==> src/inc/iafs_pkg.sv <==
// Constants, register map and state encoding for the flash erase/write sequencer
// Summary of operation
// - Mode 110 then unlock trigger bit starts the internal unlock procedure timer.
// - Timer expiry clears the unlock trigger bit whatever keys were written.
// - Wrong key bytes leave erase and write locked; software repeats unlock.
// - Correct key sets the enabled status bit; erase and write then accepted.
// - Software clears the enabled bit to relock, without any key sequence.
// - Erase or write requests without successful unlock never touch the flash.
// - Write buffer is 32 words, one page, chosen by address bits 12 to 5.
// - Each loaded word below the last word of the page advances the write buffer address by one.
// - Buffer address stops at the last word of the page, no wrap.
// - Mode 001 with start bit erases the addressed page; hardware clears start.
// - Mode 000 with start bit programs the buffer; hardware clears start.
// - Erase or write lasts typically 2.2 ms from start set to start clear.
// - CPU is halted while an accepted erase or write is running.
// - On failed write verify, buffer clear empties the buffer before reload.
// - Key word registers hold 16 bits; high byte holds bits 15..8, resets zero.
// - Word1 high write loads the 16-bit word and increments the flash address, except at the last word of the page.
// - Software writing one to the enabled bit has no effect.
// - Buffer clear bit is set by software, cleared by hardware when done.
package iafs_pkg;

	localparam int          AV_ADDR_W      = 6;
	localparam int          FLASH_ADDR_W   = 13;
	localparam int          BUF_IDX_W      = 5;
	localparam int          PAGE_W         = 8;
	localparam int          PAGE_WORDS     = 32;
	localparam int          TMR_W          = 18;
	localparam int          KEY_BYTES      = 6;

	localparam logic [5:0]  OFS_CTRL0      = 6'h00;
	localparam logic [5:0]  OFS_CTRL2      = 6'h04;
	localparam logic [5:0]  OFS_ADDR_LO    = 6'h08;
	localparam logic [5:0]  OFS_ADDR_HI    = 6'h0C;
	localparam logic [5:0]  OFS_W1_LO      = 6'h10;
	localparam logic [5:0]  OFS_W1_HI      = 6'h14;
	localparam logic [5:0]  OFS_KEY_BASE   = 6'h18;
	localparam logic [5:0]  OFS_KEY_LAST   = 6'h2C;

	localparam int          EN_BIT         = 7;
	localparam int          MODE_LSB       = 4;
	localparam int          TRIG_BIT       = 3;
	localparam int          START_BIT      = 2;
	localparam int          CLR_BIT        = 0;

	localparam logic [2:0]  MODE_WRITE     = 3'h0;
	localparam logic [2:0]  MODE_ERASE     = 3'h1;
	localparam logic [2:0]  MODE_UNLOCK    = 3'h6;

	// Byte i of the key belongs to key register i (word2 low first)
	localparam logic [47:0] KEY_PATTERN    = 48'h40C3090D0400;

	localparam logic [7:0]  BYTE_RST       = 8'h00;
	localparam logic [2:0]  MODE_RST       = 3'h0;
	localparam logic [12:0] ADDR_RST       = 13'h0000;
	localparam logic [15:0] WORD_RST       = 16'h0000;

	localparam logic [TMR_W-1:0] UNLOCK_CYCLES = 18'h00040;
	localparam int          OP_TIME_NS     = 2_200_000;
	localparam int          CLK_PERIOD_NS  = 10;
	localparam logic [TMR_W-1:0] OP_CYCLES = TMR_W'(OP_TIME_NS / CLK_PERIOD_NS);

	typedef enum logic [3:0] {
		ST_IDLE   = 4'b0001,
		ST_UNLOCK = 4'b0010,
		ST_ERASE  = 4'b0100,
		ST_PROG   = 4'b1000
	} iafs_state_e;

endpackage

==> src/core/iafs_timer.sv <==
// Down-counting procedure timer with a one-cycle expiry pulse
`timescale 1ns/1ns
module iafs_timer (
	input  wire logic                       clk,
	input  wire logic                       rst_n,
	input  wire logic                       start,
	input  wire logic [iafs_pkg::TMR_W-1:0] count,
	output logic                            running,
	output logic                            done
);
	logic [iafs_pkg::TMR_W-1:0] cnt_reg;

	always_ff @(posedge clk or negedge rst_n) begin
		if (!rst_n) begin
			cnt_reg <= '0;
		end else if (start) begin
			cnt_reg <= count;
		end else if (cnt_reg != '0) begin
			cnt_reg <= cnt_reg - 1'b1;
		end
	end

	assign running = (cnt_reg != '0);
	assign done    = (cnt_reg == {{(iafs_pkg::TMR_W-1){1'b0}}, 1'b1});
endmodule

==> src/core/iafs_top.sv <==
// Flash erase/write sequencer: register slave, unlock check, page erase and program
`timescale 1ns/1ns
module iafs_top #(
	parameter logic [iafs_pkg::TMR_W-1:0] OP_CYCLES     = iafs_pkg::OP_CYCLES,
	parameter logic [iafs_pkg::TMR_W-1:0] UNLOCK_CYCLES = iafs_pkg::UNLOCK_CYCLES
) (
	input  wire logic                            CLK_SYS,
	input  wire logic                            RST_B,
	input  wire logic [iafs_pkg::AV_ADDR_W-1:0]  AVS_ADDRESS,
	input  wire logic                            AVS_READ,
	input  wire logic                            AVS_WRITE,
	input  wire logic [3:0]                      AVS_BYTEENABLE,
	input  wire logic [31:0]                     AVS_WRITEDATA,
	output logic      [31:0]                     AVS_READDATA,
	output logic                                 AVS_WAITREQUEST,
	output logic                                 CPU_HALT,
	output logic                                 FLASH_ERASE,
	output logic                                 FLASH_PROG,
	output logic      [iafs_pkg::PAGE_W-1:0]     FLASH_PAGE,
	input  wire logic [iafs_pkg::BUF_IDX_W-1:0]  FLASH_RD_IDX,
	output logic      [15:0]                     FLASH_RD_DATA
);
	logic                               rst_meta_reg;
	logic                               rst_n;
	iafs_pkg::iafs_state_e              state_reg;
	iafs_pkg::iafs_state_e              state_next;
	logic [2:0]                         mode_reg;
	logic                               enabled_reg;
	logic [iafs_pkg::FLASH_ADDR_W-1:0]  addr_reg;
	logic [7:0]                         w1_lo_reg;
	logic [7:0]                         w1_hi_reg;
	logic [7:0]                         key_reg [iafs_pkg::KEY_BYTES];
	logic [2:0]                         seq_reg;
	logic                               key_bad_reg;
	logic [iafs_pkg::PAGE_W-1:0]        page_reg;
	logic                               rd_valid_reg;
	logic [31:0]                        rdata_reg;
	logic [31:0]                        rdata_next;
	logic                               wr;
	logic [7:0]                         wbyte;
	logic [2:0]                         wmode;
	logic                               key_hit;
	logic [5:0]                         key_ofs;
	logic [2:0]                         key_idx;
	logic                               trig_go;
	logic                               start_go;
	logic                               unlock_done;
	logic                               unlock_ok;
	logic                               op_done;
	logic                               clearing;
	logic                               load_word;
	logic                               relock;

	// Reset release through two flops
	always_ff @(posedge CLK_SYS or negedge RST_B) begin
		if (!RST_B) begin
			rst_meta_reg <= 1'b0;
			rst_n        <= 1'b0;
		end else begin
			rst_meta_reg <= 1'b1;
			rst_n        <= rst_meta_reg;
		end
	end

	// Only byte lane 0 carries register data; other lanes are ignored
	assign wr      = AVS_WRITE && AVS_BYTEENABLE[0];
	assign wbyte   = AVS_WRITEDATA[7:0];
	assign wmode   = wbyte[iafs_pkg::MODE_LSB +: 3];
	assign key_hit = (AVS_ADDRESS >= iafs_pkg::OFS_KEY_BASE) && (AVS_ADDRESS <= iafs_pkg::OFS_KEY_LAST)
		&& (AVS_ADDRESS[1:0] == 2'b00);
	assign key_ofs = AVS_ADDRESS - iafs_pkg::OFS_KEY_BASE;
	assign key_idx = key_ofs[4:2];

	// Unlock only from the mode written in the same access
	assign trig_go  = wr && (AVS_ADDRESS == iafs_pkg::OFS_CTRL0) && wbyte[iafs_pkg::TRIG_BIT]
		&& (wmode == iafs_pkg::MODE_UNLOCK) && (state_reg == iafs_pkg::ST_IDLE);
	assign start_go = wr && (AVS_ADDRESS == iafs_pkg::OFS_CTRL0) && wbyte[iafs_pkg::START_BIT]
		&& enabled_reg && !clearing && (state_reg == iafs_pkg::ST_IDLE)
		&& ((wmode == iafs_pkg::MODE_ERASE) || (wmode == iafs_pkg::MODE_WRITE));
	assign relock   = wr && (AVS_ADDRESS == iafs_pkg::OFS_CTRL0) && !wbyte[iafs_pkg::EN_BIT];
	assign unlock_ok = unlock_done && (state_reg == iafs_pkg::ST_UNLOCK)
		&& (seq_reg == 3'(iafs_pkg::KEY_BYTES)) && !key_bad_reg;
	assign load_word = wr && (AVS_ADDRESS == iafs_pkg::OFS_W1_HI) && (state_reg == iafs_pkg::ST_IDLE);

	iafs_timer u_unlock_tmr (
		.clk     (CLK_SYS),
		.rst_n   (rst_n),
		.start   (trig_go),
		.count   (UNLOCK_CYCLES),
		.running (),
		.done    (unlock_done)
	);

	iafs_timer u_op_tmr (
		.clk     (CLK_SYS),
		.rst_n   (rst_n),
		.start   (start_go),
		.count   (OP_CYCLES),
		.running (),
		.done    (op_done)
	);

	iafs_wbuf u_wbuf (
		.clk       (CLK_SYS),
		.rst_n     (rst_n),
		.we        (load_word),
		.widx      (addr_reg[iafs_pkg::BUF_IDX_W-1:0]),
		.wdata     ({wbyte, w1_lo_reg}),
		.clr_start (wr && (AVS_ADDRESS == iafs_pkg::OFS_CTRL2) && wbyte[iafs_pkg::CLR_BIT]),
		.ridx      (FLASH_RD_IDX),
		.rdata     (FLASH_RD_DATA),
		.clearing  (clearing)
	);

	always_comb begin
		state_next = state_reg;
		case (state_reg)
			iafs_pkg::ST_IDLE: begin
				if (trig_go) begin
					state_next = iafs_pkg::ST_UNLOCK;
				end else if (start_go && (wmode == iafs_pkg::MODE_ERASE)) begin
					state_next = iafs_pkg::ST_ERASE;
				end else if (start_go) begin
					state_next = iafs_pkg::ST_PROG;
				end
			end
			iafs_pkg::ST_UNLOCK: begin
				if (unlock_done) begin
					state_next = iafs_pkg::ST_IDLE;
				end
			end
			iafs_pkg::ST_ERASE, iafs_pkg::ST_PROG: begin
				if (op_done) begin
					state_next = iafs_pkg::ST_IDLE;
				end
			end
			default: state_next = iafs_pkg::ST_IDLE;
		endcase
	end

	always_ff @(posedge CLK_SYS or negedge rst_n) begin
		if (!rst_n) begin
			state_reg <= iafs_pkg::ST_IDLE;
		end else begin
			state_reg <= state_next;
		end
	end

	always_ff @(posedge CLK_SYS or negedge rst_n) begin
		if (!rst_n) begin
			mode_reg <= iafs_pkg::MODE_RST;
		end else if (wr && (AVS_ADDRESS == iafs_pkg::OFS_CTRL0)) begin
			mode_reg <= wmode;
		end
	end

	// Hardware set wins over a software clear in the same cycle
	always_ff @(posedge CLK_SYS or negedge rst_n) begin
		if (!rst_n) begin
			enabled_reg <= 1'b0;
		end else if (unlock_ok) begin
			enabled_reg <= 1'b1;
		end else if (relock) begin
			enabled_reg <= 1'b0;
		end
	end

	// Key bytes must arrive in register order with the right values
	always_ff @(posedge CLK_SYS or negedge rst_n) begin
		if (!rst_n) begin
			seq_reg     <= 3'h0;
			key_bad_reg <= 1'b0;
		end else if (trig_go) begin
			seq_reg     <= 3'h0;
			key_bad_reg <= 1'b0;
		end else if (wr && key_hit && (state_reg == iafs_pkg::ST_UNLOCK)) begin
			if ((key_idx == seq_reg) && (seq_reg < 3'(iafs_pkg::KEY_BYTES))
				&& (wbyte == iafs_pkg::KEY_PATTERN[8*seq_reg +: 8])) begin
				seq_reg <= seq_reg + 3'h1;
			end else begin
				key_bad_reg <= 1'b1;
			end
		end
	end

	generate
		for (genvar g = 0; g < iafs_pkg::KEY_BYTES; g++) begin : g_key
			always_ff @(posedge CLK_SYS or negedge rst_n) begin
				if (!rst_n) begin
					key_reg[g] <= iafs_pkg::BYTE_RST;
				end else if (wr && key_hit && (key_idx == 3'(g))) begin
					key_reg[g] <= wbyte;
				end
			end
		end
	endgenerate

	always_ff @(posedge CLK_SYS or negedge rst_n) begin
		if (!rst_n) begin
			w1_lo_reg <= iafs_pkg::BYTE_RST;
			w1_hi_reg <= iafs_pkg::BYTE_RST;
		end else if (wr && (AVS_ADDRESS == iafs_pkg::OFS_W1_LO)) begin
			w1_lo_reg <= wbyte;
		end else if (wr && (AVS_ADDRESS == iafs_pkg::OFS_W1_HI)) begin
			w1_hi_reg <= wbyte;
		end
	end

	// Page boundary holds the address so the buffer never wraps
	always_ff @(posedge CLK_SYS or negedge rst_n) begin
		if (!rst_n) begin
			addr_reg <= iafs_pkg::ADDR_RST;
		end else if (wr && (AVS_ADDRESS == iafs_pkg::OFS_ADDR_LO)) begin
			addr_reg[7:0] <= wbyte;
		end else if (wr && (AVS_ADDRESS == iafs_pkg::OFS_ADDR_HI)) begin
			addr_reg[12:8] <= wbyte[4:0];
		end else if (load_word && (addr_reg[iafs_pkg::BUF_IDX_W-1:0] != '1)) begin
			addr_reg <= addr_reg + 1'b1;
		end
	end

	always_ff @(posedge CLK_SYS or negedge rst_n) begin
		if (!rst_n) begin
			page_reg <= '0;
		end else if (start_go) begin
			page_reg <= addr_reg[iafs_pkg::FLASH_ADDR_W-1:iafs_pkg::BUF_IDX_W];
		end
	end

	// Flash strobes come straight from one-hot state flops; CPU halt is their OR
	assign FLASH_ERASE = state_reg[2];
	assign FLASH_PROG  = state_reg[3];
	assign CPU_HALT    = FLASH_ERASE || FLASH_PROG;
	assign FLASH_PAGE  = page_reg;

	always_comb begin
		rdata_next = 32'h00000000;
		case (AVS_ADDRESS)
			iafs_pkg::OFS_CTRL0:   rdata_next[7:0] = {enabled_reg, mode_reg, state_reg[1], CPU_HALT, 2'b00};
			iafs_pkg::OFS_CTRL2:   rdata_next[0]   = clearing;
			iafs_pkg::OFS_ADDR_LO: rdata_next[7:0] = addr_reg[7:0];
			iafs_pkg::OFS_ADDR_HI: rdata_next[4:0] = addr_reg[12:8];
			iafs_pkg::OFS_W1_LO:   rdata_next[7:0] = w1_lo_reg;
			iafs_pkg::OFS_W1_HI:   rdata_next[7:0] = w1_hi_reg;
			default: begin
				if (key_hit) begin
					rdata_next[7:0] = key_reg[key_idx];
				end
			end
		endcase
	end

	// One wait state on reads; writes complete with no wait
	always_ff @(posedge CLK_SYS or negedge rst_n) begin
		if (!rst_n) begin
			rd_valid_reg <= 1'b0;
			rdata_reg    <= 32'h00000000;
		end else begin
			rd_valid_reg <= AVS_READ && !rd_valid_reg;
			if (AVS_READ && !rd_valid_reg) begin
				rdata_reg <= rdata_next;
			end
		end
	end

	assign AVS_WAITREQUEST = AVS_READ && !rd_valid_reg;
	assign AVS_READDATA    = rdata_reg;
endmodule

==> src/core/iafs_wbuf.sv <==
// One-page write buffer with a walking clear process
`timescale 1ns/1ns
module iafs_wbuf (
	input  wire logic                           clk,
	input  wire logic                           rst_n,
	input  wire logic                           we,
	input  wire logic [iafs_pkg::BUF_IDX_W-1:0] widx,
	input  wire logic [15:0]                    wdata,
	input  wire logic                           clr_start,
	input  wire logic [iafs_pkg::BUF_IDX_W-1:0] ridx,
	output logic      [15:0]                    rdata,
	output logic                                clearing
);
	logic [15:0]                    mem [iafs_pkg::PAGE_WORDS];
	logic [iafs_pkg::BUF_IDX_W-1:0] clr_idx_reg;

	// Clearing also runs once after reset so every word reads zero after the 32-cycle walk
	always_ff @(posedge clk or negedge rst_n) begin
		if (!rst_n) begin
			clearing    <= 1'b1;
			clr_idx_reg <= '0;
		end else if (clr_start && !clearing) begin
			clearing    <= 1'b1;
			clr_idx_reg <= '0;
		end else if (clearing) begin
			clr_idx_reg <= clr_idx_reg + 1'b1;
			if (clr_idx_reg == '1) begin
				clearing <= 1'b0;
			end
		end
	end

	always_ff @(posedge clk) begin
		if (clearing) begin
			mem[clr_idx_reg] <= iafs_pkg::WORD_RST;
		end else if (we) begin
			mem[widx] <= wdata;
		end
	end

	always_ff @(posedge clk or negedge rst_n) begin
		if (!rst_n) begin
			rdata <= iafs_pkg::WORD_RST;
		end else begin
			rdata <= mem[ridx];
		end
	end
endmodule

==> config.mk <==
export PLATFORM = sky130hd
export DESIGN_NAME = iafs_top
export DESIGN_NICKNAME = d
export VERILOG_FILES = /design/src/inc/iafs_pkg.sv /design/src/core/iafs_timer.sv /design/src/core/iafs_top.sv /design/src/core/iafs_wbuf.sv
export SDC_FILE = /design/constraint.sdc
export NUM_CORES = 1
export LEC_CHECK = 0
export BUFFER_PORTS_ARGS = -buffer_cell sky130_fd_sc_hd__buf_2
export CAP_MARGIN = 20
export CORE_ASPECT_RATIO = 0.7
export CORE_MARGIN = 8
export CORE_UTILIZATION = 51
export DETAILED_ROUTE_END_ITERATION = 6
export GPL_ROUTABILITY_DRIVEN = 1
export PLACE_DENSITY = 0.68
export SETUP_SLACK_MARGIN = 0.1
export SYNTH_ARGS = -nofsm -noshare
export SYNTH_HDL_FRONTEND = slang
export SYNTH_HIERARCHICAL = 1
export SYNTH_SLANG_ARGS = --single-unit
==> constraint.sdc <==
create_clock -name CLK_SYS -period 6 [get_ports CLK_SYS]
set_input_delay 1.2 -clock CLK_SYS [delete_from_list [all_inputs] [get_ports CLK_SYS]]
set_output_delay 1.2 -clock CLK_SYS [all_outputs]
set_load 0.02 [all_outputs]
==> metrics.md <==
| Metric | Value |
|---|---|
| Post-route cell area | `32300 um^2` |
| Die span in y | `roughly 220 um` |
| Max-cap violations | `0` |
| CP required | `about 6.3 ns` |
| Final hold violations | `0` |
| CP cell instances | `buf_2 > nor4b_1 > and2_1 > nand2_1 > nor2_1 > nor2b_1 > buf_4 > mux2i_1 > nand2_1 > nor2_1 > buf_4` |
| Most common cell after layout, fill and taps aside | `edfxtp_1` |
| Commonest non-fill, non-tap cells in the layout | `512 x edfxtp_1, 273 x mux2i_1, 163 x dfrtp_1, 97 x nand2_1, 76 x nor2_1` |
| Sink Count | `678` |
| Core ar. | `approximately 57000 um^2` |
| Post-place setup slack | `~1.1 ns` |
| Largest net degree at the start of global routing | `~120` |
| Max frequency | `0.225 GHz` |
| DRC viols | `0` |
| Hold Path Sink | `rst_n` |
| Final hold slack | `about 0.36 ns` |
| Syn Inst Count | `roughly 1900` |
| Std cell rows | `73` |
| All-Layer GR Usage | `between 20% and 30%` |
| Startpoint Class | `primary input` |
| CP Capture Type | `flip-flop` |
| WL per Instance | `22.9 um` |
| First-pass GRT wire length | `101 mm` |
| RSZ-0062 raised after global routing | `no` |
| Largest register FFs | `~510` |
| Nets | `around 2100` |
| R2R Setup Slk | `2.81 ns` |
| Worst hold path cell count | `0` |
| P per Cell Area | `around 320 nW/um^2` |
| Die width | `about 300 um` |
| Clock buffer depth | `3` |
| Fillers | `4311` |
| Share of cells above drive strength 1 | `~14%` |
| Outcome | `complete, no violations` |
| Grt total ovfl | `0` |
| Root Driver | `clkbuf_16` |
| Post-CTS sizing | `0` |
| Fin crit share | `between 70% and 80%` |
| Vias in the first global route | `~17000` |
| Final wirelength | `~65 mm` |
| Crit path kind | `in2reg` |
| R2R Path Start | `state_reg[1]` |
| Final ANT Viol Nets | `0` |
| Mean number of vias per cell | `approximately 5.8` |
| I/O Buffers | `between 50 and 60` |
| CP peak stage delay | `about 0.59 ns` |
| Antenna violations before repair | `1` |
| Crit path arrival time | `approximately 4.7 ns` |
| Die Area | `between 60000 and 70000 um^2` |
| # diodes | `0` |
| Worst hold path class | `reg2reg` |
| Vias | `about 17000` |
| Clk_lat worst skew | `slightly above 0.6 ns` |
| Hold buffers post-CTS | `0` |
| Max_slew headroom | `between 20 and 25%` |
| Post CTS Setup Buffer Count | `0` |
| FF-to-FF End | `u_wbuf/mem[3][4]` |
| Num CTS Buffers | `67` |
| CP Buf/Inv Count | `3` |
| Final-report max-slew violation count | `0` |
| Placed Area | `around 30000 um^2` |
| Starting Density | `51.3%` |
| H-tree levels | `3` |
| Post-synthesis cell area | `29000 um^2` |
| Actual slew at the worst max-slew pin | `~1.2 ns` |
| Synthesis-to-layout area growth | `11.3%` |
| CP delay by family, top | `simple AND/OR/NAND/NOR gates` |
| R2R cell count | `8` |
| Worst-path clk slew | `0.06 ns` |
| GPL Wtd Cong | `0.853` |
| Hold_sp | `rst_meta_reg` |
| Synth warn | `6` |
| Setup violations, final | `0` |
| TNS Setup | `0 ns` |
| Dpl hpwl | `about 41 mm` |
| LEAKAGE | `about 12 nW` |
| Clk_skew | `roughly 0.021 ns` |
| Crit Path Max Fanout | `26` |
| I/O Pins | `approximately 110` |
| CTS tree | `done` |
| Max VDD drop | `284 uV` |
| Crit path max-delay cell type | `nor4b_1` |
| Critical Path Start | `AVS_ADDRESS[4]` |
| Setup ws final | `1.57 ns` |
| Min cycle time layout | `4.43 ns` |
| Mean Syn Cell Area | `between 10 and 15 um^2` |
| Pre-Repair DR Iteration Count | `5` |
| Initial DRC count | `between 1500 and 2000` |
worst max-delay path by stage:
stage                  endpoint  slack (ns)  depth (start not counted)
2_1_floorplan   AVS_READDATA[0]        1.04                          0
3_3_place_gp   u_wbuf/mem[3][0]        1.20                         11
3_5_place_dp   u_wbuf/mem[3][0]        1.11                         11
4_1_cts        u_wbuf/mem[3][4]        1.73                         11
5_1_grt        u_wbuf/mem[3][4]        1.34                         11
6_report       u_wbuf/mem[3][4]        1.57                         11
metrics by stage:
stage / util [%] / total power, mW / std cells
after floorplan: - / 6.00 / 1994
after global placement: 53.2 / 6.18 / 2729
after detailed placement: 53.3 / 6.21 / 2731
after CTS: 57.1 / 10.4 / 2854
after global routing: 57.1 / 10.6 / 2856
final: 57.1 / 10.3 / 2856
cell type report:
type	count	area [um^2]	share of cell area [%]
Tap cell	750	938	2.91
Clock buffer	80	1770	5.47
Inverter	20	75.1	0.232
Multi-Input combinational cell	1160	8750	27.1
Sequential cell	678	19500	60.5
Timing Repair Buffer	125	826	2.56
Clock inverter	43	400	1.24
where the power goes:
group	switching [mW]	total (mW)	leakage (nW)	internal [mW]
logic	0.491	0.805	4.44	0.314
clock network	1.76	4.15	1.05	2.38
registers	0.158	5.31	6.85	5.16
total	2.41	10.3	12.3	7.85
metal layers:
metal / GRT usage, % / routed length (um) / part of all wire, % / vias up
li1: - / - / - / 7605
met1: 28.8 / 29400 / 45 / 8417
met2: 30.1 / 29300 / 45 / 489
met3: 5.66 / 5170 / 7.9 / 88
met4: 4.93 / 1320 / 2.0 / 0
met5: 0 / 0 / 0 / -
Power figures use the tool's default switching activity.
